===== src/gds_defs.svh =====
`ifndef GDS_DEFS_SVH
`define GDS_DEFS_SVH

// Register indices; byte address is four times the index
`define GDS_IDX_WARN 4'h1
`define GDS_IDX_FAULT 4'h3
`define GDS_IDX_OPER 4'h9
`define GDS_IDX_REGUL 4'hB
`define GDS_IDX_STATE 4'hE

// Warning and watchdog restart register fields
`define GDS_W_ANY_FAULT 10
`define GDS_W_TEMP4 8
`define GDS_W_LOW_WARN 7
`define GDS_W_HIGH_WARN 6
`define GDS_W_TEMP1 3
`define GDS_W_TEMP2 2
`define GDS_W_TEMP3 1
`define GDS_W_OVERHEAT_WARN 0

// Latched fault register fields
`define GDS_F_LOCKOUT 10
`define GDS_F_WATCHDOG 9
`define GDS_F_OVERHEAT 8
`define GDS_F_REGUL_UV 6
`define GDS_F_LOW_GATE_UV 4
`define GDS_F_PUMP_UV 2
`define GDS_F_PUMP_REL_OV 1
`define GDS_F_PUMP_ABS_OV 0

// Operation control register fields
`define GDS_O_LOCKOUT_DIS 9
`define GDS_O_WD_INT_HI 6
`define GDS_O_WD_INT_LO 5
`define GDS_O_WATCHDOG_ENABLE 3
`define GDS_O_SLEEP 2
`define GDS_O_CLEAR 1
`define GDS_O_WMASK 11'h26C
`define GDS_O_RESET 11'h000

// Regulator control register fields
`define GDS_R_SLP_HI 4
`define GDS_R_SLP_LO 3
`define GDS_R_MON_DIS 2
`define GDS_R_THR_HI 1
`define GDS_R_THR_LO 0
`define GDS_R_RESET 5'h00

// Timing
`define GDS_CLK_MHZ 250
`define GDS_PG_LOW_US 56
`define GDS_WD_INT0_MS 10
`define GDS_WD_INT1_MS 20
`define GDS_WD_INT2_MS 50
`define GDS_WD_INT3_MS 100
`define GDS_SLP_DLY0_US 10
`define GDS_SLP_DLY1_US 50
`define GDS_SLP_DLY2_US 100
`define GDS_SLP_DLY3_US 1000

`endif


===== src/gds_pkg.sv =====
package gds_pkg;

	// Comparator and flag levels from the analog side, active high
	typedef struct packed {
		logic main_supply_low_warning;
		logic main_supply_high_warning;
		logic main_supply_lockout;
		logic pump_relative_overvoltage;
		logic pump_absolute_overvoltage;
		logic pump_undervoltage;
		logic low_gate_supply_undervoltage;
		logic temp_level_one;
		logic temp_level_two;
		logic temp_level_three;
		logic temp_level_four;
		logic overheat_warning;
		logic overheat_shutdown;
		logic regulator_undervoltage;
	} gds_sense_t;

	typedef enum logic [2:0] {
		GDS_PWRUP = 3'h0,
		GDS_STBY = 3'h1,
		GDS_OPER = 3'h3,
		GDS_SLP_WAIT = 3'h5,
		GDS_SLEEP = 3'h4
	} gds_state_t;

endpackage


===== src/gds_fault_supervisor.sv =====
`timescale 1ns/1ps
`include "gds_defs.svh"
// Summary of operation
// - Main supply low warning pulls fault pin, shows live in warning register bit 7.
// - Main supply lockout latches fault bit 10, pulls fault pin, stops gate drive.
// - Lockout disable bit stops the lockout shutdown but the fault bit still latches.
// - Main supply high warning pulls fault pin, shows live in warning bit 6.
// - Pump relative and absolute overvoltage latch fault bits 1 and 0.
// - Pump or low gate supply undervoltage latch bits 2 or 4, stop gate drive.
// - Four temperature levels show live in warning bits 3,2,1,8, never on fault pin.
// - Overheat warning pulls fault pin and shows live in warning bit 0.
// - Overheat shutdown latches fault bit 8, pulls fault pin, stops gate drive.
// - Bus and registers keep working; overheat fault clears only when cool and commanded.
// - Watchdog is off after reset, enabled only by software writing its enable bit.
// - Enabled watchdog counts selected interval; each warning register read restarts it.
// - Watchdog expiry latches fault, makes gates safe, pulses power good low 56 us.
// - Watchdog expiry pulls fault pin, clears enable bit, sets fault bit 9.
// - Regulator threshold from bits 1-0; monitor off when bit 2 set.
// - Regulator undervoltage latches fault, power good low while present plus 56 us.
// - Regulator fault clears, once gone, by clear command or gate enable pulse.
// - At power-up pull gates down, drive fault pin low until lockout released.
// - Standby while gate enable low or any fault other than a disabled lockout; gates pulled down there.
// - Gate enable rising edge in standby enters operating when no fault other than a disabled lockout is latched.
// - Any fault except a disabled lockout returns operating to standby at once.
// - Sleep request accepted only in standby, powers down after selected delay.
// - Wake leaves sleep only above lockout, ignored awake; sleep erases control registers.
// - Faults hold fault pin low latched, warnings only while present; gates pulled low.

module gds_fault_supervisor #(
	parameter logic [31:0] PG_LOW_CYC = 32'(`GDS_PG_LOW_US * `GDS_CLK_MHZ),
	parameter logic [31:0] WD_CYC0 = 32'(`GDS_WD_INT0_MS * 1000 * `GDS_CLK_MHZ),
	parameter logic [31:0] WD_CYC1 = 32'(`GDS_WD_INT1_MS * 1000 * `GDS_CLK_MHZ),
	parameter logic [31:0] WD_CYC2 = 32'(`GDS_WD_INT2_MS * 1000 * `GDS_CLK_MHZ),
	parameter logic [31:0] WD_CYC3 = 32'(`GDS_WD_INT3_MS * 1000 * `GDS_CLK_MHZ),
	parameter logic [31:0] SLP_CYC0 = 32'(`GDS_SLP_DLY0_US * `GDS_CLK_MHZ),
	parameter logic [31:0] SLP_CYC1 = 32'(`GDS_SLP_DLY1_US * `GDS_CLK_MHZ),
	parameter logic [31:0] SLP_CYC2 = 32'(`GDS_SLP_DLY2_US * `GDS_CLK_MHZ),
	parameter logic [31:0] SLP_CYC3 = 32'(`GDS_SLP_DLY3_US * `GDS_CLK_MHZ)
) (
	input wire logic sys_clk,
	input wire logic rst,
	input wire logic wb_cyc,
	input wire logic wb_stb,
	input wire logic wb_we,
	input wire logic [7:0] wb_adr,
	input wire logic [3:0] wb_sel,
	input wire logic [31:0] wb_dat_w,
	output logic [31:0] wb_dat_r,
	output logic wb_ack,
	input wire gds_pkg::gds_sense_t sense,
	input wire logic gate_enable,
	input wire logic wake,
	input wire logic fault_out_n_in,
	output logic fault_out_n_out,
	output logic fault_out_n_oe_n,
	output logic power_good_out,
	output logic gate_drive_on,
	output logic gate_pulldown_on,
	output logic regulator_on,
	output logic [1:0] regulator_low_threshold
);

	localparam int SYNC_W = $bits(gds_pkg::gds_sense_t) + 3;
	localparam logic [10:0] O_WMASK = `GDS_O_WMASK;
	// Reset as if still locked out, so power-up is not left before the pins are sampled
	localparam gds_pkg::gds_sense_t SENSE_IDLE = '{main_supply_lockout: 1'b1, default: 1'b0};
	localparam logic [SYNC_W-1:0] SYNC_IDLE = {SENSE_IDLE, 3'h0};

	// Two-stage synchronisers for every asynchronous pin
	logic [SYNC_W-1:0] sync1_q;
	logic [SYNC_W-1:0] sync2_q;

	always_ff @(posedge sys_clk) begin
		if (rst) begin
			sync1_q <= SYNC_IDLE;
			sync2_q <= SYNC_IDLE;
		end else begin
			sync1_q <= {sense, gate_enable, wake, fault_out_n_in};
			sync2_q <= sync1_q;
		end
	end

	gds_pkg::gds_sense_t s;
	logic gate_en_s;
	logic wake_s;
	logic fault_pin_s;
	assign s = gds_pkg::gds_sense_t'(sync2_q[SYNC_W-1:3]);
	assign gate_en_s = sync2_q[2];
	assign wake_s = sync2_q[1];
	assign fault_pin_s = sync2_q[0];

	gds_pkg::gds_state_t state_q;
	gds_pkg::gds_state_t state_d;
	logic [10:0] faults_q;
	logic [10:0] oper_q;
	logic [4:0] regul_q;
	logic ack_q;
	logic [31:0] dat_q;
	logic gate_en_prev_q;
	logic [31:0] wd_cnt_q;
	logic wd_expire_q;
	logic wd_armed_q;
	logic [31:0] pg_cnt_q;
	logic [31:0] slp_cnt_q;
	logic pg_q;
	logic fault_oe_n_q;
	logic fault_out_q;
	logic gate_on_q;
	logic pulldown_q;
	logic reg_on_q;

	// Bus decode
	logic req;
	logic mapped;
	logic [3:0] idx;
	logic wr_lo;
	logic wr_hi;
	assign req = wb_cyc & wb_stb & ~ack_q;
	assign idx = wb_adr[5:2];
	assign mapped = (wb_adr[7:6] == 2'h0) && (idx == `GDS_IDX_WARN || idx == `GDS_IDX_FAULT
		|| idx == `GDS_IDX_OPER || idx == `GDS_IDX_REGUL || idx == `GDS_IDX_STATE);
	assign wr_lo = req & wb_we & wb_sel[0];
	assign wr_hi = req & wb_we & wb_sel[1];

	logic wr_oper;
	logic wr_regul;
	logic status_read;
	logic clear_cmd;
	logic sleep_accept;
	assign wr_oper = (wr_lo | wr_hi) && idx == `GDS_IDX_OPER && wb_adr[7:6] == 2'h0;
	assign wr_regul = wr_lo && idx == `GDS_IDX_REGUL && wb_adr[7:6] == 2'h0;
	assign status_read = req & ~wb_we && idx == `GDS_IDX_WARN && wb_adr[7:6] == 2'h0;
	assign clear_cmd = wr_oper & wr_lo & wb_dat_w[`GDS_O_CLEAR];
	// Sleep request outside standby is dropped
	assign sleep_accept = wr_oper & wr_lo & wb_dat_w[`GDS_O_SLEEP] & (state_q == gds_pkg::GDS_STBY);

	// Live fault conditions
	logic reg_uv_live;
	logic [10:0] cond;
	logic lockout_mask;
	assign reg_uv_live = s.regulator_undervoltage & ~regul_q[`GDS_R_MON_DIS] & reg_on_q;
	// Lockout is the normal state during power-up and sleep, not a fault there
	assign lockout_mask = (state_q == gds_pkg::GDS_PWRUP) || (state_q == gds_pkg::GDS_SLEEP);

	always_comb begin
		cond = '0;
		cond[`GDS_F_LOCKOUT] = s.main_supply_lockout & ~lockout_mask;
		cond[`GDS_F_WATCHDOG] = wd_expire_q;
		cond[`GDS_F_OVERHEAT] = s.overheat_shutdown;
		cond[`GDS_F_REGUL_UV] = reg_uv_live;
		cond[`GDS_F_LOW_GATE_UV] = s.low_gate_supply_undervoltage;
		cond[`GDS_F_PUMP_UV] = s.pump_undervoltage;
		cond[`GDS_F_PUMP_REL_OV] = s.pump_relative_overvoltage;
		cond[`GDS_F_PUMP_ABS_OV] = s.pump_absolute_overvoltage;
	end

	// Clearing: only bits whose condition has gone; a new event still wins
	logic gate_en_rise;
	logic [10:0] clr_mask;
	assign gate_en_rise = gate_en_s & ~gate_en_prev_q;

	always_comb begin
		clr_mask = clear_cmd ? ~cond : '0;
		if (gate_en_rise && !reg_uv_live) begin
			clr_mask[`GDS_F_REGUL_UV] = 1'b1;
		end
	end

	always_ff @(posedge sys_clk) begin
		if (rst) begin
			faults_q <= '0;
			gate_en_prev_q <= 1'b0;
		end else begin
			faults_q <= (faults_q & ~clr_mask) | cond;
			gate_en_prev_q <= gate_en_s;
		end
	end

	// Faults that force standby
	logic shutdown;
	logic [10:0] shut_mask;
	always_comb begin
		shut_mask = '1;
		shut_mask[`GDS_F_LOCKOUT] = ~oper_q[`GDS_O_LOCKOUT_DIS];
	end
	assign shutdown = |(faults_q & shut_mask);

	logic any_warn;
	assign any_warn = s.main_supply_low_warning | s.main_supply_high_warning | s.overheat_warning;

	// Watchdog
	logic [31:0] wd_reload;
	always_comb begin
		case (oper_q[`GDS_O_WD_INT_HI:`GDS_O_WD_INT_LO])
			2'h0: wd_reload = WD_CYC0;
			2'h1: wd_reload = WD_CYC1;
			2'h2: wd_reload = WD_CYC2;
			default: wd_reload = WD_CYC3;
		endcase
	end

	always_ff @(posedge sys_clk) begin
		if (rst) begin
			wd_cnt_q <= 32'h0000_0000;
			wd_expire_q <= 1'b0;
			wd_armed_q <= 1'b0;
		end else begin
			wd_expire_q <= 1'b0;
			// One cycle late so the first interval uses the newly written select
			wd_armed_q <= oper_q[`GDS_O_WATCHDOG_ENABLE];
			if (!oper_q[`GDS_O_WATCHDOG_ENABLE] || !wd_armed_q) begin
				wd_cnt_q <= wd_reload;
			end else if (status_read) begin
				wd_cnt_q <= wd_reload;
			end else if (wd_cnt_q <= 32'h0000_0001) begin
				wd_cnt_q <= wd_reload;
				wd_expire_q <= 1'b1;
			end else begin
				wd_cnt_q <= wd_cnt_q - 32'h0000_0001;
			end
		end
	end

	// Control registers; sleep entry erases them
	always_ff @(posedge sys_clk) begin
		if (rst || state_q == gds_pkg::GDS_SLEEP) begin
			oper_q <= `GDS_O_RESET;
			regul_q <= `GDS_R_RESET;
		end else begin
			if (wr_oper) begin
				if (wr_lo) begin
					oper_q[7:0] <= wb_dat_w[7:0] & O_WMASK[7:0];
					oper_q[`GDS_O_SLEEP] <= sleep_accept;
				end
				if (wr_hi) begin
					oper_q[10:8] <= wb_dat_w[10:8] & O_WMASK[10:8];
				end
			end
			if (wd_expire_q) begin
				oper_q[`GDS_O_WATCHDOG_ENABLE] <= 1'b0;
			end
			if (wr_regul) begin
				regul_q <= wb_dat_w[4:0];
			end
		end
	end

	// Operating state sequence
	logic [31:0] slp_reload;
	always_comb begin
		case (regul_q[`GDS_R_SLP_HI:`GDS_R_SLP_LO])
			2'h0: slp_reload = SLP_CYC0;
			2'h1: slp_reload = SLP_CYC1;
			2'h2: slp_reload = SLP_CYC2;
			default: slp_reload = SLP_CYC3;
		endcase
	end

	always_comb begin
		state_d = state_q;
		case (state_q)
			gds_pkg::GDS_PWRUP: begin
				if (!s.main_supply_lockout) begin
					state_d = gds_pkg::GDS_STBY;
				end
			end
			gds_pkg::GDS_STBY: begin
				if (sleep_accept) begin
					state_d = gds_pkg::GDS_SLP_WAIT;
				end else if (gate_en_rise && !shutdown) begin
					state_d = gds_pkg::GDS_OPER;
				end
			end
			gds_pkg::GDS_OPER: begin
				if (!gate_en_s || shutdown) begin
					state_d = gds_pkg::GDS_STBY;
				end
			end
			gds_pkg::GDS_SLP_WAIT: begin
				if (slp_cnt_q <= 32'h0000_0001) begin
					state_d = gds_pkg::GDS_SLEEP;
				end
			end
			gds_pkg::GDS_SLEEP: begin
				if (wake_s && !s.main_supply_lockout) begin
					state_d = gds_pkg::GDS_PWRUP;
				end
			end
			default: state_d = gds_pkg::GDS_PWRUP;
		endcase
	end

	always_ff @(posedge sys_clk) begin
		if (rst) begin
			state_q <= gds_pkg::GDS_PWRUP;
			slp_cnt_q <= 32'h0000_0000;
		end else begin
			state_q <= state_d;
			if (state_q != gds_pkg::GDS_SLP_WAIT) begin
				slp_cnt_q <= slp_reload;
			end else begin
				slp_cnt_q <= slp_cnt_q - 32'h0000_0001;
			end
		end
	end

	// Power good: low for a fixed time, stretched while regulator is low
	always_ff @(posedge sys_clk) begin
		if (rst) begin
			pg_cnt_q <= 32'h0000_0000;
			pg_q <= 1'b0;
		end else begin
			if (wd_expire_q || reg_uv_live) begin
				pg_cnt_q <= PG_LOW_CYC;
			end else if (pg_cnt_q != 32'h0000_0000) begin
				pg_cnt_q <= pg_cnt_q - 32'h0000_0001;
			end
			pg_q <= (pg_cnt_q == 32'h0000_0000) && !wd_expire_q && !reg_uv_live && state_q != gds_pkg::GDS_SLEEP;
		end
	end

	// Pins
	always_ff @(posedge sys_clk) begin
		if (rst) begin
			fault_oe_n_q <= 1'b0;
			fault_out_q <= 1'b0;
			gate_on_q <= 1'b0;
			pulldown_q <= 1'b1;
			reg_on_q <= 1'b1;
		end else begin
			fault_out_q <= 1'b0;
			// Open drain: enable low means the pin is pulled low
			fault_oe_n_q <= ~((state_q == gds_pkg::GDS_PWRUP) | (|faults_q) | any_warn);
			// A disabled lockout must not stop the drive through the live condition either
			gate_on_q <= (state_d == gds_pkg::GDS_OPER) && !shutdown && !(|(cond & shut_mask));
			pulldown_q <= (state_d != gds_pkg::GDS_OPER) || shutdown || (|(cond & shut_mask));
			reg_on_q <= state_d != gds_pkg::GDS_SLEEP;
		end
	end

	// Read data
	logic [31:0] rd;
	always_comb begin
		rd = 32'h0000_0000;
		case (idx)
			`GDS_IDX_WARN: begin
				rd[`GDS_W_ANY_FAULT] = |faults_q;
				rd[`GDS_W_TEMP4] = s.temp_level_four;
				rd[`GDS_W_LOW_WARN] = s.main_supply_low_warning;
				rd[`GDS_W_HIGH_WARN] = s.main_supply_high_warning;
				rd[`GDS_W_TEMP1] = s.temp_level_one;
				rd[`GDS_W_TEMP2] = s.temp_level_two;
				rd[`GDS_W_TEMP3] = s.temp_level_three;
				rd[`GDS_W_OVERHEAT_WARN] = s.overheat_warning;
			end
			`GDS_IDX_FAULT: rd[10:0] = faults_q;
			`GDS_IDX_OPER: rd[10:0] = oper_q;
			`GDS_IDX_REGUL: rd[4:0] = regul_q;
			`GDS_IDX_STATE: rd[4:0] = {pg_q, fault_pin_s, state_q};
			default: rd = 32'h0000_0000;
		endcase
		if (wb_adr[7:6] != 2'h0 || !mapped) begin
			rd = 32'h0000_0000;
		end
	end

	// Single wait-free answer; bus stays live in every state
	always_ff @(posedge sys_clk) begin
		if (rst) begin
			ack_q <= 1'b0;
			dat_q <= 32'h0000_0000;
		end else begin
			ack_q <= req;
			if (req && !wb_we) begin
				dat_q <= rd;
			end
		end
	end

	assign wb_ack = ack_q;
	assign wb_dat_r = dat_q;
	assign fault_out_n_out = fault_out_q;
	assign fault_out_n_oe_n = fault_oe_n_q;
	assign power_good_out = pg_q;
	assign gate_drive_on = gate_on_q;
	assign gate_pulldown_on = pulldown_q;
	assign regulator_on = reg_on_q;
	assign regulator_low_threshold = regul_q[`GDS_R_THR_HI:`GDS_R_THR_LO];

endmodule


===== config.mk =====
export PLATFORM = sky130hd
export DESIGN_NAME = gds_fault_supervisor
export DESIGN_NICKNAME = d
export VERILOG_FILES = /design/src/gds_pkg.sv /design/src/gds_fault_supervisor.sv
export VERILOG_INCLUDE_DIRS = /design/src
export SDC_FILE = /design/constraint.sdc
export NUM_CORES = 1
export LEC_CHECK = 0
export BUFFER_PORTS_ARGS = -buffer_cell sky130_fd_sc_hd__buf_2
export CORE_MARGIN = 1.5
export CORE_UTILIZATION = 30
export CTS_CLUSTER_SIZE = 14
export DETAILED_ROUTE_END_ITERATION = 8
export PLACE_DENSITY = 0.54
export SYNTH_ARGS = -nofsm -noshare
export SYNTH_HDL_FRONTEND = slang
export SYNTH_SLANG_ARGS = --single-unit

===== constraint.sdc =====
create_clock -name sys_clk -period 2.8 [get_ports sys_clk]
set_input_delay 0.42 -clock sys_clk [delete_from_list [all_inputs] [get_ports sys_clk]]
set_output_delay 0.42 -clock sys_clk [all_outputs]
set_load 0.01 [all_outputs]

==> Yosys cells after proc, flatten, opt, wreduce, memory -nomap -nowiden <==
Cells that the tools add are included.
{ "op_classes": {"bitwise_logic": 32, "eq_ne": 18, "reduce_logical": 54, "n_lt_le_gt_ge": 2, "n_addsub": 3, "n_mux": 25} }
{ "op_table": {"columns": ["op", "n"], "rows": [
  ["32-bit 2-to-1 mux", 4],
  ["32-bit by 1-bit subtractor with 32-bit output, second input constant", 3],
  ["25-bit case mux with 3 select lines", 1],
  ["32-bit by 1-bit less-or-equal comparator with 1-bit output, second input constant", 2],
  ["18-bit case mux with 3 select lines", 1],
  ["11-bit AND", 3],
  ["11-bit OR reduction", 3],
  ["32-bit zero test", 1],
  ["32-bit nonzero test", 1],
  ["14-bit 2-to-1 mux", 2],
  ["11-bit 2-to-1 mux", 2],
  ["11-bit inverter", 2],
  ["4-bit case mux with 5 select lines", 1],
  ["3-bit 2-to-1 mux", 6],
  ["1-bit logical AND", 16],
  ["3-bit case mux with 5 select lines", 1],
  ["1-bit AND", 14],
  ["4-bit == test, second input constant", 3],
  ["1-bit logical OR", 12],
  ["11-bit OR", 1],
  ["1-bit zero test", 10],
  ["3-bit != test, second input constant", 3],
  ["3-bit case mux with 3 select lines", 1],
  ["1-bit inverter", 7],
  ["18 further kinds", 34]
]} }
{ "totals": {"output_inout_bits": 41, "ff_bits": 195, "elab_cells": 156, "inputBits": 66} }

==> Longest topological paths before layout <==
Gate-level depths: netlist of the first run.
{ "depth": {"word_depth": 15, "mapped_depth": 9, "mapped_depth_nobuf": 7} }

==> Worst setup path before layout of the first run <==
OpenSTA, ideal clock, no wires.
{ "synth_path": {"path_type": "flip-flop to flip-flop", "start": "register wd_cnt_q[18]", "end": "register wd_cnt_q[7]", "synth_period_minus_slack_ps": 2475, "setup_slack_ps": 325, "required_ps": 2685, "path_stages_with_launch": 9, "n_path_buf": 3, "setup_ps": 115, "t_arrival_ps": 2361, "path_cell_list": "dfxtp_1 -> or3_4 -> or4_1 -> buf_2 -> or4_1 -> buf_4 -> and2_4 -> buf_6 -> o21a_1"} }
{ "synth_between": {"elab_chain_cells": 4} }
{ "synth_rtl": {"columns": ["element", "line_no", "source"], "rows": [
  ["start: declaration", "gds_fault_supervisor.sv:100", "logic [31:0] wd_cnt_q;"],
  ["start signal: assignment", "gds_fault_supervisor.sv:212", "wd_cnt_q <= wd_reload;"],
  ["start signal: assignment", "gds_fault_supervisor.sv:214", "wd_cnt_q <= wd_reload;"],
  ["start signal: assignment", "gds_fault_supervisor.sv:216", "wd_cnt_q <= wd_reload;"],
  ["32-bit by 1-bit less-or-equal comparator with 1-bit output", "gds_fault_supervisor.sv:215", "end else if (wd_cnt_q <= 32'h0000_0001) begin"],
  ["32-bit 2-to-1 mux", "gds_fault_supervisor.sv:215", null],
  ["32-bit 2-to-1 mux", "gds_fault_supervisor.sv:213", "end else if (status_read) begin"],
  ["32-bit 2-to-1 mux", "gds_fault_supervisor.sv:211", "if (!oper_q[`GDS_O_WATCHDOG_ENABLE] || !wd_armed_q) begin"]
]} }
No other way between the ends.
A chain may end at the register's enable or synchronous reset.

==> Worst setup path in the final report of the first run <==
{ "layout_path": {"start": "register wd_cnt_q[17]", "end": "register wd_cnt_q[11]"} }
The elaborated chain is that of the path after synthesis.

==> results of run 1 <==
-- cells in the mapped netlist, types with 9 or more instances --
| master | number | area (µm²) |
|---|---|---|
| dfxtp_1 | 174 | 3483 |
| nor2_1 | 99 | 371.6 |
| nand2_1 | 54 | 202.7 |
| a21oi_1 | 46 | 230.2 |
| xnor2_1 | 42 | 367.9 |
| nor2b_1 | 40 | 250.2 |
| nor3_1 | 36 | 180.2 |
| clkbuf_1 | 33 | 123.9 |
| nor4_1 | 32 | 200.2 |
| or3_1 | 29 | 181.4 |
| buf_4 | 25 | 187.7 |
| o21ai_0 | 25 | 125.1 |
| or4_1 | 21 | 157.7 |
| inv_1 | 20 | 75.07 |
| mux2i_1 | 17 | 170.2 |
| nand3_1 | 16 | 80.08 |
| a31oi_1 | 14 | 87.58 |
| xor2_1 | 14 | 122.6 |
| a22oi_1 | 11 | 82.58 |
| ha_1 | 9 | 112.6 |
| nand4_1 | 9 | 56.30 |
| o31ai_1 | 9 | 67.56 |
-- layer usage --
metal / vias up / routed length (µm) / GRT usage, %
met5: - / 0 / 0
met4: 0 / 286 / 4.341
met3: 21 / 825 / 2.662
met2: 139 / 7777 / 20.59
met1: 2919 / 10150 / 22.20
li1: 3264 / - / -
-- stage by stage --
step | utilization, % | std cells | area [µm²] | hold slack [ps]
4_1_cts | 35.20 | 1297 | 9095 | 157.1
6_report | 35.20 | 1297 | 9095 | 172.9
5_1_grt | 35.20 | 1297 | 9095 | 153.4
3_5_place_dp | 32.80 | 1265 | 8474 | 395.7
2_1_floorplan | - | 913 | 7924 | 389.5
3_3_place_gp | 32.80 | 1265 | 8474 | 395.6
-- final timing paths --
kind	from	end	depth (start not counted)
max reg2reg	wd_cnt_q[17]	wd_cnt_q[11]	5
min reg2reg	sync1_q[14]	sync2_q[14]	1
max	wd_cnt_q[17]	wd_cnt_q[11]	5
min	sense[11]	sync1_q[14]	2
-- cell type report --
cell class	instances	area share, %
well taps	335	4.609
flip-flops and latches	174	38.30
multi-input cells	649	43.84
repair buffers	86	5.558
clock buffers	18	4.829
inverters	21	0.8667
clock inverters	14	1.995
-- registers in the layout, summed over array words and instances, names as in the netlist, 3 cells and up --
name	count
pg_cnt_q	32
slp_cnt_q	32
wd_cnt_q	32
sync1_q	17
sync2_q	17
faults_q	11
wb_dat_r	11
oper_q	5
regul_q	5
state_q	3
-- cell families (layout without fill, tap and decap cells) --
kind of cell	Yosys count	count (layout)	synth area share, %
compound gates	158	158	13.32
xor+xnor	56	56	6.252
fa+ha+maj	9	9	1.435
buf+inv	90	139	5.773
flops	174	174	44.40
mux	22	22	2.887
other cells	1	22	0.04780
simple gates	382	382	25.89
-- cell usage in the layout (no fill, tap or decap), types with 7 or more instances in the layout --
cell type	instances
a22oi_1	11
nor3_1	36
or3_1	29
or4_1	21
dfxtp_1	174
inv_1	20
o31ai_1	9
nand4_1	9
buf_4	30
o21ai_0	25
a22o_1	7
clkbuf_16	17
a31oi_1	14
nor4_1	32
mux2i_1	17
buf_2	56
nand3_1	16
nor2b_1	40
a21oi_1	46
ha_1	9
nor2_1	99
xor2_1	14
nand2_1	54
or2_2	8
conb_1	22
xnor2_1	42
-- report_power, final --
group / internal (mW) / switching (mW)
Combinational: 0.836 / 1.29
Clock: 1.45 / 1.06
Sequential: 2.70 / 0.234
Total: 4.98 / 2.58
==> summary.md, run 1 <==
| Metric | Value |
|---|---|
| Run status | completed |
| Sequential share of the synthesized area | 44.40% |
| Synth Flop Type | dfxtp_1 |
| Critical path's top delay family | simple AND/OR/NAND/NOR gates |
| Flop-to-flop setup slack | 280 ps |
| Average cell area after synthesis | 8.795 µm² |
| Effective utilization at floorplan | 30.36% |
| Worst setup slack after placement | 244.6 ps |
| Max Fclk | 0.3962 GHz |
| Via count of the routed design | 6,343 |
| Skew-Pair Late Insertion Delay | 430 ps |
| Fill cell instance count of the final layout | 2,684 |
| Iteration-0 DRC Markers | 337 |
| Count of buffers added by post-CTS timing repair for setup | 0 |
| Kind of start point of the critical path | flip-flop |
| Number of global-route vias before repair | 5,724 |
| Final ANT Viol Nets | 0 |
| Post-detailed-placement half-perimeter wirelength | 13.81 mm |
| Tot GR Track Use | 14.60% |
| Max-cap violations | 0 |
| Ant. Diodes | 0 |
| Proportion of synthesized flip-flops having asynchronous set or reset | 0% |
| Clock Path Buffers | 2 |
| Slew Viols, Final | 0 |
| Arrival time of data at the critical path endpoint | 2810 ps |
| Leakage power of the design | 3.586 nW |
| Vias per std cell | 4.891 |
| Share of the clock period used by the worst path | 90.14% |
| Total wire length | 19.04 mm |
| Sequential Area | 0.003483 mm² |
| Number of DRC violations after detailed routing | 0 |
| Number of antenna violations at the first check in global routing | 0 |
| Critical path's most frequent cell | or4_1 |
| Max-slew headroom at the worst pin | 40.64% |
| Sum of overflow across all layers after global routing | 0 |
| Post-cts gate resize count | 0 |
| Area used by multi-input combinational logic | 0.003988 mm² |
| First-pass GRT wire length | 30.88 mm |
| Clock H-tree levels | 4 |
| Die H | 164.7 µm |
| Final RePlAce weighted congestion | 0.7858 |
| Count of final hold-check violations | 0 |
| Clock tree from TritonCTS | yes |
| Transition time of the tightest slew-check pin | 878.9 ps |
| Min-Delay Path Class | in2reg |
| Clock root cell | clkbuf_16 |
| Max IR drop VDD | 608.7 µV |
| Netlist area before placement | 0.007845 mm² |
| Count of nets after finishing | 1,024 |
| IO buf count | 56 |
| Aggregate negative setup slack | 0 ps |
| Number of cell rows | 59 |
| Post-layout total power | 7.562 mW |
| Final worst path period need | 2524 ps |
| Power density relative to cell area | 831.5 mW/mm² |
| Bufs and invs on worst path | 0 |
| Library cell contributing the largest single delay on the critical path | or4_1 |
| Maximum fanout along the worst path | 18 |
| Min setup slack post-route | 276.2 ps |
| Maximum number of pins on one net before global-route repair | 28 |
| Number of iterations in the first detailed-routing pass | 4 |
| Req. time, crit path | 3090 ps |
| Mean routed wirelength per cell | 14.68 µm |
| Top Ports | 107 |
| Clk_skew | 15.59 ps |
| Number of enable flip-flop cells after synthesis | 0 |
| Cell count after synthesis | 892 |
| Core region area | 0.02584 mm² |
| RSZ-0062 raised after global routing | false |
| Horizontal extent of the die | 164.7 µm |
| Longest individual stage delay on the worst path | 660 ps |
| Path type of the worst setup path | reg2reg |
| Full die area | 0.02713 mm² |
| Yosys reg bits | 174 |
| Count of different cell masters after synthesis | 65 |
| Syn-to-layout area delta | 15.93% |
| Worst-path cell chain | or3_4 -> or4_1 -> or4_1 -> nand2_2 -> a22oi_1 |
| Final setup violation count | 0 |
| Clk pin slew, worst setup/hold paths | 70 ps |
| Hold buffers post-CTS | 0 |
| Fraction of layout instances using a drive strength above 1 | 15.18% |
| Kind of capture point of the worst setup path | flip-flop |
| Yosys Warn Count | 0 |
| Clock buffers created by TritonCTS | 17 |
| Clock tree sinks | 174 |
No activity file was read; power rests on OpenSTA's default activity.
==> run 2, diff against run 1 <==
Settings changed: PLACE_DENSITY 0.54 to 0.56, SLEW_MARGIN set to 30.
Clock period 2.8 ns to 2.1 ns, I/O delays scaled along.
==> run 2 against run 1 <==
Net effect: the run now ends with negative setup slack left; combinational power grew to 2.6 times the previous value; final area grew 14%; count of clock-buffer cells in the layout shrank 1; largest power group is now combinational logic; critical path type unchanged; global-route usage is essentially flat; maximum frequency grew 9.1%; sequential cell count is the same.
==> summary.md, run 2 (same netlist as run 1, synthesis figures left out) <==
| Metric | Value |
|---|---|
| Run status | finished with violations |
| Violated checks | negative setup slack |
| Maximum fanout along the worst path | 6 (-12) |
| Number of cell rows | 59 (unchanged) |
| Top Ports | 107 (unchanged) |
| Final worst path period need | 2313 ps (-211.0 ps) |
| Clk_skew | 13.07 ps (-2.524 ps) |
| Kind of capture point of the worst setup path | flip-flop |
| Count of final hold-check violations | 0 (unchanged) |
| Maximum number of pins on one net before global-route repair | 39 (+39%) |
| Horizontal extent of the die | 164.7 µm (unchanged) |
| Fraction of layout instances using a drive strength above 1 | 29.27% (+14 points) |
| Min-Delay Path Class | in2reg |
| Effective utilization at floorplan | 30.36% (unchanged) |
| Tot GR Track Use | 14.59% (about the same) |
| Clock tree sinks | 174 (unchanged) |
| Global-route track usage on met3 | 2.888% (+0.23 points) |
| Skew-Pair Late Insertion Delay | 430 ps (about the same) |
| Via count of the routed design | 6,764 (+6.6%) |
| RSZ-0062 raised after global routing | true |
| GRT met1 Usage | 19.12% (-3.1 points) |
| Max IR drop VDD | 858.5 µV (+41%) |
| Most frequent cells in the layout | dfxtp_1, buf_4, nor2_1 |
| Clock tree from TritonCTS | yes |
| Leakage power of the design | 4.120 nW (+15%) |
| Req. time, crit path | 2410 ps (-680 ps) |
| Aggregate negative setup slack | -5747 ps (-5747 ps) |
| Critical path's top delay family | simple AND/OR/NAND/NOR gates |
| Vias per std cell | 4.884 (-0.14%) |
| Path type of the worst setup path | reg2reg |
| Share of the clock period used by the worst path | 110.1% (+20 points) |
| Core region area | 0.02584 mm² (unchanged) |
| Max-slew headroom at the worst pin | 49.29% (+8.7 points) |
| Arrival time of data at the critical path endpoint | 2620 ps (-190 ps) |
| Clk pin slew, worst setup/hold paths | 80 ps (about the same) |
| IO buf count | 56 (unchanged) |
| Max Fclk | 0.4324 GHz (+9.1%) |
| Largest regs | pg_cnt_q (32), slp_cnt_q (32), wd_cnt_q (32) |
| Number of iterations in the first detailed-routing pass | 4 (unchanged) |
| Total wire length | 20.09 mm (+5.5%) |
| Iteration-0 DRC Markers | 360 (+6.8%) |
| Number of antenna violations at the first check in global routing | 1 (+1) |
| Number of global-route vias before repair | 6,312 (+10%) |
| Final RePlAce weighted congestion | 0.7929 (+0.90%) |
| Full die area | 0.02713 mm² (unchanged) |
| Layer with the highest usage | met2 |
| Longest individual stage delay on the worst path | 550 ps (-110 ps) |
| Worst setup slack after placement | -239.0 ps (-483.6 ps) |
| Clock buffers created by TritonCTS | 17 (unchanged) |
| Sum of overflow across all layers after global routing | 0 (unchanged) |
| Bufs and invs on worst path | 1 (+1) |
| Transition time of the tightest slew-check pin | 756.5 ps (-122.4 ps) |
| Slew Viols, Final | 0 (unchanged) |
| Mean routed wirelength per cell | 14.51 µm (-1.2%) |
| Leading cell type in the layout, fill and taps excluded | dfxtp_1 |
| Post-detailed-placement half-perimeter wirelength | 13.71 mm (-0.73%) |
| Global routing usage on met2 | 23.89% (+3.3 points) |
| Clock root cell | clkbuf_16 |
| Max-cap violations | 0 (unchanged) |
| Min setup slack post-route | -212.8 ps (-489.0 ps) |
| Worst-path cell chain | or3_1 -> or4_4 -> or4_4 -> buf_12 -> a22oi_2 -> a31oi_1 |
| First-pass GRT wire length | 31.40 mm (+1.7%) |
| Critical path's most frequent cell | or4_4 |
| Clock Path Buffers | 2 (unchanged) |
| Final setup violation count | 54 (+54) |
| Number of DRC violations after detailed routing | 0 (unchanged) |
| Clock H-tree levels | 4 (unchanged) |
| Library cell contributing the largest single delay on the critical path | or4_4 |
| Power density relative to cell area | 1218 mW/mm² (+46%) |
| Final ANT Viol Nets | 0 (unchanged) |
| Syn-to-layout area delta | 31.96% |
| Die H | 164.7 µm (unchanged) |
| Count of nets after finishing | 1,112 (+8.6%) |
| Kind of start point of the critical path | flip-flop |
==> run 2: power by group <==
group | switching [mW] | total [mW] | internal (mW)
logic | 2.84 | 5.42 | 2.59
clock network | 1.50 | 3.32 | 1.82
registers | 0.255 | 3.86 | 3.61
==> run 2: stage by stage <==
stage	utilization [%]	power, mW	instance area [µm²]	instances	hold slack (ps)
final	40.07	12.61	10350	1385	76.11
after CTS	38.43	11.32	9930	1370	61.35
after detailed placement	35.53	7.641	9179	1336	421.8
after global placement	35.51	7.579	9174	1336	420.4
after global routing	40.06	13.27	10350	1384	72.42
after floorplan	-	6.251	8077	913	389.5
==> run 2: final timing paths <==
path	startpoint	endpoint	slack (ps)	depth (start not counted)
worst max-delay path	wd_cnt_q[20]	wd_cnt_q[14]	-210	6
worst min register to register	sync1_q[14]	sync2_q[14]	430	1
worst min-delay path	sense[11]	sync1_q[14]	80	2
worst max register to register	wd_cnt_q[20]	wd_cnt_q[14]	-210	6
==> run 2: timing repair <==
action                                  in CTS  in global routing
cloned                                       1                  4
hold buffers                                 0                  0
gates resized for setup                     21                 62
endpoints found under the setup margin      54                 66
endpoints found under the hold margin        0                  0
setup buffers                                2                 11
pin swaps                                    5                 32
==> run 2: routing by layer <==
| metal | vias to the layer above | routed length, µm |
|---|---|---|
| met3 | 14 | 655 |
| met1 | 3204 | 9445 |
| met2 | 101 | 9739 |
| met5 | - | 0 |
| li1 | 3445 | - |
| met4 | 0 | 251 |
==> run 2: final cells by class <==
type | instances | area, µm²
multi-input cells | 651 | 4463
fillers | 2573 | 15480
flip-flops and latches | 174 | 3493
well taps | 335 | 419.2
inverters | 21 | 78.83
diodes | 1 | 2.502
repair buffers | 172 | 1277
clock inverters | 14 | 192.7
clock buffers | 17 | 425.4
==> run 2: worst reg2reg max path, cell delays in order (launching register included) <==
cell and delay (ps):
dfxtp_2 320, or3_1 370, or4_4 500, or4_4 560, buf_12 170, a22oi_2 210, a31oi_1 60
